`src/lsc_top_dummy_none.sv`:
```
`timescale 1ns/1ns

```
`src/lsc_pkg.sv`:
```
package lsc_pkg;

    // register offsets inside the device's own 32-byte page
    localparam logic [4:0] OFS_HS_MODE     = 5'h00;
    localparam logic [4:0] OFS_AUX_MODE    = 5'h04;
    localparam logic [4:0] OFS_RX_SETTINGS = 5'h08;
    localparam logic [4:0] OFS_TERM_PULSE  = 5'h0C;
    localparam logic [4:0] OFS_INPUT_EQ_LEVEL_SELECT       = 5'h10;
    localparam logic [4:0] OFS_TX_SETTINGS = 5'h14;
    localparam logic [4:0] OFS_STATUS      = 5'h18;

    // field positions
    localparam int MODE_POS      = 0;
    localparam int CHAN_POS      = 4;
    localparam int TERM_OFF_POS  = 0;
    localparam int TX_TERM_POS   = 0;
    localparam int TX_OCL_POS    = 1;
    localparam int ST_LOCK_POS   = 0;
    localparam int ST_PULSE_POS  = 1;
    localparam int ST_CONN_POS   = 4;
    localparam int ST_CONN_W     = 16;

    localparam int NUM_INPUTS    = 16;
    localparam int NUM_OUTPUTS   = 4;
    localparam int NUM_EQ        = 8;

    // termination disconnect pulse after a source switch
    localparam longint CLK_HZ           = 64'd100_000_000;
    localparam longint TERM_PULSE_MS    = 64'd100;
    localparam longint TERM_PULSE_CYC_L = (TERM_PULSE_MS * CLK_HZ) / 64'd1000;
    localparam int     PULSE_CNT_W      = 24;

    typedef enum logic [1:0] {
        MODE_QUAD   = 2'b00,
        MODE_DUAL   = 2'b01,
        MODE_SINGLE = 2'b10
    } lsc_mode_type;

    // parallel pins as seen after synchronisation
    typedef struct packed {
        logic [1:0] src_sel;
        logic       eq_level;
        logic       out_term;
        logic       out_cur;
        logic [2:0] slave_addr;
    } lsc_pins_type;

    typedef struct packed {
        lsc_mode_type hs_mode;
        logic [3:0]   hs_chan;
        lsc_mode_type aux_mode;
        logic [3:0]   aux_chan;
        logic         term_global_off;
        logic [15:0]  term_pulse_en;
        logic [7:0]   eq_level;
        logic         tx_term;
        logic         tx_ocl;
    } lsc_cfg_type;

    localparam lsc_cfg_type CFG_RESET = '{
        hs_mode:         MODE_QUAD,
        hs_chan:         4'h0,
        aux_mode:        MODE_QUAD,
        aux_chan:        4'h0,
        term_global_off: 1'b0,
        term_pulse_en:   16'h0000,
        eq_level:        8'h00,
        tx_term:         1'b0,
        tx_ocl:          1'b0
    };

    typedef struct packed {
        lsc_pins_type           pin_meta;
        lsc_pins_type           pin_sync;
        lsc_cfg_type            cfg;
        logic                   serial_locked;
        logic                   strap_pending;
        logic [PULSE_CNT_W-1:0] pulse_cnt;
        logic [15:0]            last_route;
        logic [31:0]            prdata;
        logic                   pslverr;
    } lsc_state_type;

    // route word: four 4-bit input indices, output 0 in the low nibble
    typedef logic [15:0] lsc_route_type;

endpackage

```
`src/lsc_top.sv`:
```
// What this block does
// in link mode exactly one of four sources reaches the output link
// three arrangements: quad 4:1, dual 8:1, single 16:1
// all four channels of a link are routed alike, no special clock path
// control comes from parallel pins or the serial register interface
// answers only at one of eight strap-selected slave addresses
// reset returns every control register to its default
// serially written values override earlier parallel pin settings
// after any serial access parallel pins are ignored until reset
// serial control offers all arrangements, link and aux set independently
// parallel control: quad only, one 2-bit bus selects link and aux
// enabled inputs lose termination for about 100 ms after each source switch
// sixteen per-channel enables choose which inputs take the disconnect pulse
// one serial bit disconnects all input terminations at once
// input terminations are connected after reset
// under parallel control input terminations always stay connected
// each equalizer has two boost settings, 6 dB or 12 dB, one bit
// serial control sets each of eight equalizer levels individually
// parallel control sets all equalizer levels with one pin
// a parallel pin selects whether output terminations are connected
// at reset output termination takes the parallel pin value
// at reset output current level takes the parallel pin value
// parallel source select is two bits, low and high, choosing the link
// a serial setting takes effect when its write transfer completes
`timescale 1ns/1ns
module lsc_top #(
    parameter int unsigned TERM_PULSE_CYCLES = int'(lsc_pkg::TERM_PULSE_CYC_L)
) (
    input  wire logic                 I_CLK,
    input  wire logic                 I_RST_N,
    input  wire logic                 I_PSEL,
    input  wire logic                 I_PENABLE,
    input  wire logic                 I_PWRITE,
    input  wire logic [7:0]           I_PADDR,
    input  wire logic [31:0]          I_PWDATA,
    output logic      [31:0]          O_PRDATA,
    output logic                      O_PREADY,
    output logic                      O_PSLVERR,
    input  wire logic [1:0]           I_PIN_SOURCE_SELECT_BUS,
    input  wire logic                 I_PIN_EQ_LEVEL_GLOBAL,
    input  wire logic                 I_PIN_OUTPUT_TERM_SELECT,
    input  wire logic                 I_PIN_OUTPUT_CURRENT_LEVEL,
    input  wire logic [2:0]           I_PIN_SLAVE_ADDR,
    output lsc_pkg::lsc_route_type    O_HS_ROUTE,
    output lsc_pkg::lsc_route_type    O_AUX_ROUTE,
    output logic      [15:0]          O_INPUT_TERM_CONNECT,
    output logic      [7:0]           O_INPUT_EQ_LEVEL_SELECT,
    output logic                      O_OUTPUT_TERM_ENABLE,
    output logic                      O_OUTPUT_CURRENT_LEVEL,
    output logic                      O_SERIAL_CONTROL
);
    import lsc_pkg::*;

    localparam logic [PULSE_CNT_W-1:0] PULSE_LOAD = PULSE_CNT_W'(TERM_PULSE_CYCLES);

    lsc_state_type st;
    lsc_state_type next_st;
    lsc_pins_type  pins_in;
    lsc_route_type hs_route;
    lsc_route_type aux_route;
    logic          hit;
    logic          done;
    logic [4:0]    ofs;
    logic          mapped;
    logic [31:0]   rd_word;
    logic [15:0]   term_conn;

    // same mapping for every output lane, so any lane may carry the clock
    function automatic lsc_route_type route_of(input lsc_mode_type mode, input logic [3:0] chan);
        lsc_route_type r;
        r = '0;
        for (int c = 0; c < NUM_OUTPUTS; c++) begin
            case (mode)
                MODE_DUAL:   r[c*4 +: 4] = {chan[2:0], c[0]};
                MODE_SINGLE: r[c*4 +: 4] = chan;
                default:     r[c*4 +: 4] = {chan[1:0], c[1:0]};
            endcase
        end
        return r;
    endfunction

    assign pins_in = '{
        src_sel:    I_PIN_SOURCE_SELECT_BUS,
        eq_level:   I_PIN_EQ_LEVEL_GLOBAL,
        out_term:   I_PIN_OUTPUT_TERM_SELECT,
        out_cur:    I_PIN_OUTPUT_CURRENT_LEVEL,
        slave_addr: I_PIN_SLAVE_ADDR
    };

    // effective routing: pins in parallel mode, registers once serial took over
    always_comb begin
        if (st.serial_locked) begin
            hs_route  = route_of(st.cfg.hs_mode, st.cfg.hs_chan);
            aux_route = route_of(st.cfg.aux_mode, st.cfg.aux_chan);
        end else begin
            hs_route  = route_of(MODE_QUAD, {2'b00, st.pin_sync.src_sel});
            aux_route = route_of(MODE_QUAD, {2'b00, st.pin_sync.src_sel});
        end
    end

    // terminations: parallel mode keeps them all on
    always_comb begin
        if (!st.serial_locked) begin
            term_conn = '1;
        end else if (st.cfg.term_global_off) begin
            term_conn = '0;
        end else if (st.pulse_cnt != '0) begin
            term_conn = ~st.cfg.term_pulse_en;
        end else begin
            term_conn = '1;
        end
    end

    assign ofs    = I_PADDR[4:0];
    assign hit    = I_PSEL && (I_PADDR[7:5] == st.pin_sync.slave_addr);
    assign done   = hit && I_PENABLE;

    always_comb begin
        mapped  = 1'b1;
        rd_word = '0;
        case (ofs)
            OFS_HS_MODE: begin
                rd_word[MODE_POS +: 2] = st.cfg.hs_mode;
                rd_word[CHAN_POS +: 4] = st.cfg.hs_chan;
            end
            OFS_AUX_MODE: begin
                rd_word[MODE_POS +: 2] = st.cfg.aux_mode;
                rd_word[CHAN_POS +: 4] = st.cfg.aux_chan;
            end
            OFS_RX_SETTINGS: begin
                rd_word[TERM_OFF_POS] = st.cfg.term_global_off;
            end
            OFS_TERM_PULSE: begin
                rd_word[15:0] = st.cfg.term_pulse_en;
            end
            OFS_INPUT_EQ_LEVEL_SELECT: begin
                rd_word[NUM_EQ-1:0] = st.cfg.eq_level;
            end
            OFS_TX_SETTINGS: begin
                rd_word[TX_TERM_POS] = st.cfg.tx_term;
                rd_word[TX_OCL_POS]  = st.cfg.tx_ocl;
            end
            OFS_STATUS: begin
                rd_word[ST_LOCK_POS]              = st.serial_locked;
                rd_word[ST_PULSE_POS]             = (st.pulse_cnt != '0);
                rd_word[ST_CONN_POS +: ST_CONN_W] = term_conn;
            end
            default: begin
                mapped = 1'b0;
            end
        endcase
    end

    always_comb begin
        next_st          = st;
        next_st.pin_meta = pins_in;
        next_st.pin_sync = st.pin_meta;

        // output termination and current level follow straps after reset and while under parallel control
        if (st.strap_pending) begin
            next_st.cfg.tx_term   = st.pin_sync.out_term;
            next_st.cfg.tx_ocl    = st.pin_sync.out_cur;
            next_st.strap_pending = 1'b0;
        end else if (!st.serial_locked) begin
            next_st.cfg.tx_term   = st.pin_sync.out_term;
            next_st.cfg.tx_ocl    = st.pin_sync.out_cur;
        end

        // read data is captured in the setup cycle, shown in the access cycle
        if (hit && !I_PENABLE) begin
            next_st.prdata  = I_PWRITE ? 32'h0000_0000 : rd_word;
            next_st.pslverr = !mapped;
        end else if (!I_PSEL) begin
            next_st.prdata  = 32'h0000_0000;
            next_st.pslverr = 1'b0;
        end

        if (done) begin
            next_st.serial_locked = 1'b1;
            if (!st.serial_locked) begin
                // serial control starts from what the pins had set
                next_st.cfg.hs_chan  = {2'b00, st.pin_sync.src_sel};
                next_st.cfg.aux_chan = {2'b00, st.pin_sync.src_sel};
                next_st.cfg.eq_level = {NUM_EQ{st.pin_sync.eq_level}};
            end
            if (I_PWRITE) begin
                case (ofs)
                    OFS_HS_MODE: begin
                        next_st.cfg.hs_mode = lsc_mode_type'(I_PWDATA[MODE_POS +: 2]);
                        next_st.cfg.hs_chan = I_PWDATA[CHAN_POS +: 4];
                    end
                    OFS_AUX_MODE: begin
                        next_st.cfg.aux_mode = lsc_mode_type'(I_PWDATA[MODE_POS +: 2]);
                        next_st.cfg.aux_chan = I_PWDATA[CHAN_POS +: 4];
                    end
                    OFS_RX_SETTINGS: begin
                        next_st.cfg.term_global_off = I_PWDATA[TERM_OFF_POS];
                    end
                    OFS_TERM_PULSE: begin
                        next_st.cfg.term_pulse_en = I_PWDATA[15:0];
                    end
                    OFS_INPUT_EQ_LEVEL_SELECT: begin
                        next_st.cfg.eq_level = I_PWDATA[NUM_EQ-1:0];
                    end
                    OFS_TX_SETTINGS: begin
                        next_st.cfg.tx_term = I_PWDATA[TX_TERM_POS];
                        next_st.cfg.tx_ocl  = I_PWDATA[TX_OCL_POS];
                    end
                    default: begin
                    end
                endcase
            end
        end

        // every change of the link routing restarts the disconnect pulse
        next_st.last_route = hs_route;
        if (hs_route != st.last_route) begin
            next_st.pulse_cnt = PULSE_LOAD;
        end else if (st.pulse_cnt != '0) begin
            next_st.pulse_cnt = st.pulse_cnt - PULSE_CNT_W'(1);
        end
    end

    always_ff @(posedge I_CLK) begin
        if (!I_RST_N) begin
            st                <= '0;
            st.cfg            <= CFG_RESET;
            st.strap_pending  <= 1'b1;
            st.last_route     <= route_of(MODE_QUAD, 4'h0);
            st.pin_meta       <= next_st.pin_meta;
            st.pin_sync       <= next_st.pin_sync;
        end else begin
            st <= next_st;
        end
    end

    assign O_PRDATA                = st.prdata;
    assign O_PREADY                = 1'b1;
    assign O_PSLVERR               = st.pslverr && I_PSEL && I_PENABLE;
    assign O_HS_ROUTE              = hs_route;
    assign O_AUX_ROUTE             = aux_route;
    assign O_INPUT_TERM_CONNECT    = term_conn;
    assign O_INPUT_EQ_LEVEL_SELECT = st.serial_locked ? st.cfg.eq_level
                                                      : {NUM_EQ{st.pin_sync.eq_level}};
    assign O_OUTPUT_TERM_ENABLE    = st.cfg.tx_term;
    assign O_OUTPUT_CURRENT_LEVEL  = st.cfg.tx_ocl;
    assign O_SERIAL_CONTROL        = st.serial_locked;

endmodule // lsc_top

```
`config.mk`:
```
export PLATFORM = sky130hd
export DESIGN_NAME = lsc_top
export DESIGN_NICKNAME = d
export VERILOG_FILES = /design/src/lsc_top_dummy_none.sv /design/src/lsc_pkg.sv /design/src/lsc_top.sv
export SDC_FILE = /design/constraint.sdc
export NUM_CORES = 1
export LEC_CHECK = 0
export ABC_AREA = 1
export BUFFER_PORTS_ARGS = -buffer_cell sky130_fd_sc_hd__buf_2
export CAP_MARGIN = 20
export CORE_MARGIN = 5
export CORE_UTILIZATION = 58
export CTS_CLUSTER_SIZE = 40
export DETAILED_ROUTE_END_ITERATION = 8
export GPL_ROUTABILITY_DRIVEN = 0
export PLACE_DENSITY = 0.92
export RECOVER_POWER = 100
export SYNTH_ARGS = -nofsm -noshare
export SYNTH_HDL_FRONTEND = slang
export SYNTH_SLANG_ARGS = --single-unit
```
`constraint.sdc`:
```
create_clock -name I_CLK -period 4.05 [get_ports I_CLK]
set_input_delay 0.2025 -clock I_CLK [delete_from_list [all_inputs] [get_ports I_CLK]]
set_output_delay 0.2025 -clock I_CLK [all_outputs]
set_load 0.02 [all_outputs]
```
# Yosys cells after proc, flatten, opt, wreduce, memory -nomap -nowiden
# Cells that the tools add are included.
[totals] ff_bits=130 latchBits=0 ram_bits=0 mem_bits_ro=0 input_bits=53 out_inout_bits=93 wordCells=97 memories=0
[op_classes] add_sub_neg=1 n_mul=0 n_div=0 n_lt_le_gt_ge=0 eq_ne=13 shifts=0 mux=39 bitwise_logic=2 n_reduce_logical=16
[ops] operator="$mux 16" count=6
[ops] operator="$mux 74" count=1
[ops] operator="$mux 33" count=2
[ops] operator="$pmux 4 s2" count=8
[ops] operator="$mux 24" count=2
[ops] operator="$mux 37" count=1
[ops] operator="$reduce_bool 24->1" count=1
[ops] operator="$sub 24x1->24 const B" count=1
[ops] operator="$mux 20" count=1
[ops] operator="$pmux 4 s5" count=1
[ops] operator="$mux 4" count=4
[ops] operator="$mux 8" count=2
[ops] operator="$ne 16x16->1" count=1
[ops] operator="$not 16->16" count=1
[ops] operator="$pmux 8 s2" count=1
[ops] operator="$eq 5x5->1 const B" count=3
[ops] operator="$reduce_and 3->1" count=4
[ops] operator="$eq 5x4->1 const B" count=2
[ops] operator="$pmux 1 s7" count=1
[ops] operator="$reduce_or 7->1" count=1
[ops] operator="$mux 2" count=3
[ops] operator="$mux 6" count=1
[ops] operator="$pmux 1 s6" count=1
[ops] operator="$eq 5x3->1 const B" count=1
[ops] operator="13 further kinds" count=21

# Longest topological paths before layout
[logic_depth] ltp_word=8 depth_mapped=15 mapped_depth_nobuf=15

# Worst setup path after synthesis
# No wires, ideal clock.
[synth_path] path_kind="register -> output" startpoint="reg st (netlist bit O_SERIAL_CONTROL)" endpoint="out O_AUX_ROUTE[10]" arrival_time_ns=2.144 required_time_ns=3.848 setup_slack_ns=1.704 stages_incl_launch_ff=6 path_buffers=3 cell_sequence="dfxtp_1 clkbuf_1 clkbuf_1 o21ai_0 o21ai_0 buf_4"
[synth_between] elab_chain_cells=1
[synth_lines] element="from (decl)" line_no="lsc_top.sv:56" source="lsc_state_type st;"
[synth_lines] element="from (signal assigned)" line_no="lsc_top.sv:233" source="st <= next_st;"
[synth_lines] element="$mux 16" line_no="lsc_top.sv:92" source="if (st.serial_locked) begin"
[synth_lines] element="to (decl)" line_no="lsc_top.sv:45" source="output lsc_pkg::lsc_route_type O_AUX_ROUTE,"
# No other way between the ends.

# Worst setup path in the final report
[layout_path] startpoint="reg st[112] in the netlist's numbering" endpoint="reg st[63] in the netlist's numbering"
[layout_between] elab_chain_cells=5 elab_cells_between_ends=9 cone_classes="eq/ne (3); mux (5); reduce/logical (1)"
[layout_lines] element="$eq 2x2->1 or $eq 2x1->1 (tied branches)" line_no="lsc_top.sv:73" source="case (mode)"
[layout_lines] element="$pmux 4 s2" line_no="lsc_top.sv:73"
[layout_lines] element="$mux 16 (*)" line_no="lsc_top.sv:92"
[layout_lines] element="$ne 16x16->1 (*)" line_no="lsc_top.sv:217" source="if (hs_route != st.last_route) begin"
[layout_lines] element="$reduce_or 2->1 (no source line) (*)"
# Every way passes the cells marked *; elsewhere a longest branch is shown, timed or not.
# A chain may end at the register's enable or synchronous reset.

==> results.json <==
{
  "run_status": "finished, final reports clean",
  "synth.distinct_cells": 38,
  "synth-main-ff-cell": "dfxtp_1",
  "rows": 36,
  "drt_iter0_drc": 628,
  "drive_above_1_share": 0.0710,
  "clock-sinks": 108,
  "layout.nets": 998,
  "slew_violations": 0,
  "finalSetupTns_ps": 0,
  "dp.cells": 1053,
  "die_area_um2": 12100,
  "path_class": "register to register",
  "portBuffers": 116,
  "synth_edf_count": 0,
  "avgSynthCellArea_um2": 6.63,
  "multi_input_area_um2": 2740,
  "yosys.area_share.simple": 0.302,
  "hp-class": "input pin to register",
  "ys_warn_count": 0,
  "grt_antenna_before_repair": 2,
  "worst-path-max-fanout": 16,
  "wl_per_cell_um": 13.9,
  "fmax_mhz": 331,
  "syn_to_final_growth_pct": 7.11,
  "regArea_um2": 2160,
  "cap_violations": 0,
  "syn-instance-count": 875,
  "grt_pass1_vias": 5302,
  "startpoint_type": "register",
  "fp.dieW_um": 110,
  "setup_violations": 0,
  "root_buffer": "clkbuf_8",
  "hold_viol_final": 0,
  "grt_max_degree": 33,
  "clock_skew_ps": 15.4,
  "synth_compound_area_frac": 0.137,
  "h-tree-depth": 3,
  "vdd_ir_drop_max_v": 0.000202,
  "grt_pass1_wl_mm": 24.2,
  "synthArstFlopShare": 0,
  "initial_utilization": 0.594,
  "rsz0062_at_grt": "no",
  "track_usage": 0.250,
  "cp.required_ps": 4340,
  "finalWirelength_mm": 15.0,
  "period_share": 0.747,
  "mostFrequentLayoutCells": "267 x nand2_1, 108 x dfxtp_1, 94 x nor2_1",
  "dp_hpwl_mm": 10.8,
  "slowest_delay_ps": 600,
  "synth-seq-area-share": 0.372,
  "slowest_stage": "nand2_1",
  "drtAntennaViolNets": 0,
  "die_h_um": 110,
  "pin_count": 146,
  "post_cts_buffers": 0,
  "drc": 0,
  "drt_first_pass_iters": 5,
  "yosysTopAreaCell": "dfxtp_1",
  "worst_pin_slew_ps": 1360,
  "worstPathCellList": "inv_1 > ha_1 > nor2_1 > nand3_1 > nand2_1 > nand2_1 > nor2_1 > nand3_1 > nor2_1 > nand2_1 > a21oi_1",
  "via_count": 5736,
  "power_density_nw_per_um2": 350,
  "relSlewSlack": 0.0911,
  "p_leak_nw": 2.72,
  "synthAdderAreaFrac": 0.0129,
  "vias_per_cell": 5.32,
  "core_area_um2": 9770,
  "clkSlewWorstSetupHoldPaths_ps": 100,
  "final_common_cell": "nand2_1",
  "worstSetupEndpointType": "register",
  "synthesis.area_um2": 5800,
  "cts_tree": "done",
  "synth-xor-area-share": 0.0181,
  "layout.cells.non_filler": 1078,
  "fin_crit_ps": 3030,
  "fin_ws_ps": 1020,
  "synth_top_area_share": 0.372,
  "synthMuxAreaShare": 0.00194,
  "yosys-top-cells-area": "dfxtp_1 37%, nand2_1 17%, buf_4 7.6%",
  "cts_buffer_depth": 2,
  "overflow": 0,
  "arrival_ps": 3320,
  "ys_seq_elements": 108,
  "place_ws_ps": 1840,
  "fillCellCount": 910,
  "p_total_w": 0.00218,
  "cts_buffers": 9,
  "synth_top_family_by_area": "simple AND/OR/NAND/NOR gates",
  "worstSkewPairLatency_ps": 380
}
[area by class of cell]
type | count | area share
Timing Repair Buffer | 128 | 0.0936
Tap cell | 133 | 0.0268
Clock inverter | 6 | 0.0151
Inverter | 88 | 0.0531
Sequential cell | 108 | 0.348
Clock buffer | 10 | 0.0221
Multi-Input combinational cell | 604 | 0.441
Antenna cell | 1 | 0.000402
[final timing paths]
kind,start,to,slack (ps),cells past startpoint
max,st[112]$_SDFFE_PN0P_,st[63]$_SDFFE_PP0N_,1020,11
min reg2reg,next_st[115]$_DFF_P_,st[115]$_DFF_P_,330,0
min,I_PWDATA[9],st[94]$_SDFFE_PN0P_,90,3
max reg2reg,st[112]$_SDFFE_PN0P_,st[63]$_SDFFE_PP0N_,1020,11
[where the power goes]
group          internal (W)  leakage, nW  switching [W]
Clock              0.000371        0.113       0.000375
Sequential          0.00109        0.882      0.0000225
Combinational     0.0000941         1.73       0.000224
Total               0.00156         2.72       0.000621
[state kept, by name, indices dropped and copies added, names as in the netlist]
register,count
O_PRDATA,20
O_OUTPUT_CURRENT_LEVEL,1
O_SERIAL_CONTROL,1
next_st,8
O_OUTPUT_TERM_ENABLE,1
st,77
[timing repair]
action,in CTS,in global routing
endpoints found under the hold margin,8,0
resized for setup,0,0
hold buffers,8,0
[worst max-delay path: cells and delay by family (launching register included)]
| family | cells | cell delay [ps] |
|---|---|---|
| compound gates | 1 | 280 |
| fa+ha+maj | 1 | 350 |
| buf+inv | 1 | 80 |
| flops | 1 | 350 |
| simple gates | 8 | 1880 |
[routing by layer]
metal  global-route usage  part of all wire
met5                    0           0.00047
met4                0.106             0.033
met3               0.0518              0.10
met2                0.426              0.48
met1                0.304              0.39
[kinds of logic (layout without fill, tap and decap cells)]
kind of cell,count (synthesis),count (layout)
and+or+nand+nor,428,428
xor gates and xnor gates,12,12
buffers and inverters,174,232
muxes,1,1
other,2,14
AOI/OAI and AO/OA,144,144
DFF,108,108
adders and majority gates,6,6
[cell usage after synthesis, types with 4 or more instances]
master	instances
buf_2	6
nor2_1	92
o211ai_1	4
inv_1	85
dfxtp_1	108
ha_1	6
a211oi_1	8
xnor2_1	4
a21oi_2	4
o21ai_0	36
clkbuf_1	19
buf_4	59
nor3_1	9
xor2_1	8
nand3_1	38
nand4_1	4
nand2_1	266
a21oi_1	80
[through the flow]
stage | hold slack, ps | util | cell area, µm²
final | 93.1 | 0.636 | 6220
after global routing | 95.2 | 0.636 | 6220
after CTS | 87.5 | 0.651 | 6370
after detailed placement | 307 | 0.620 | 6060
after global placement | 305 | 0.620 | 6060
after floorplan | 230 | - | 5850
(Power assumes the default switching activity.)
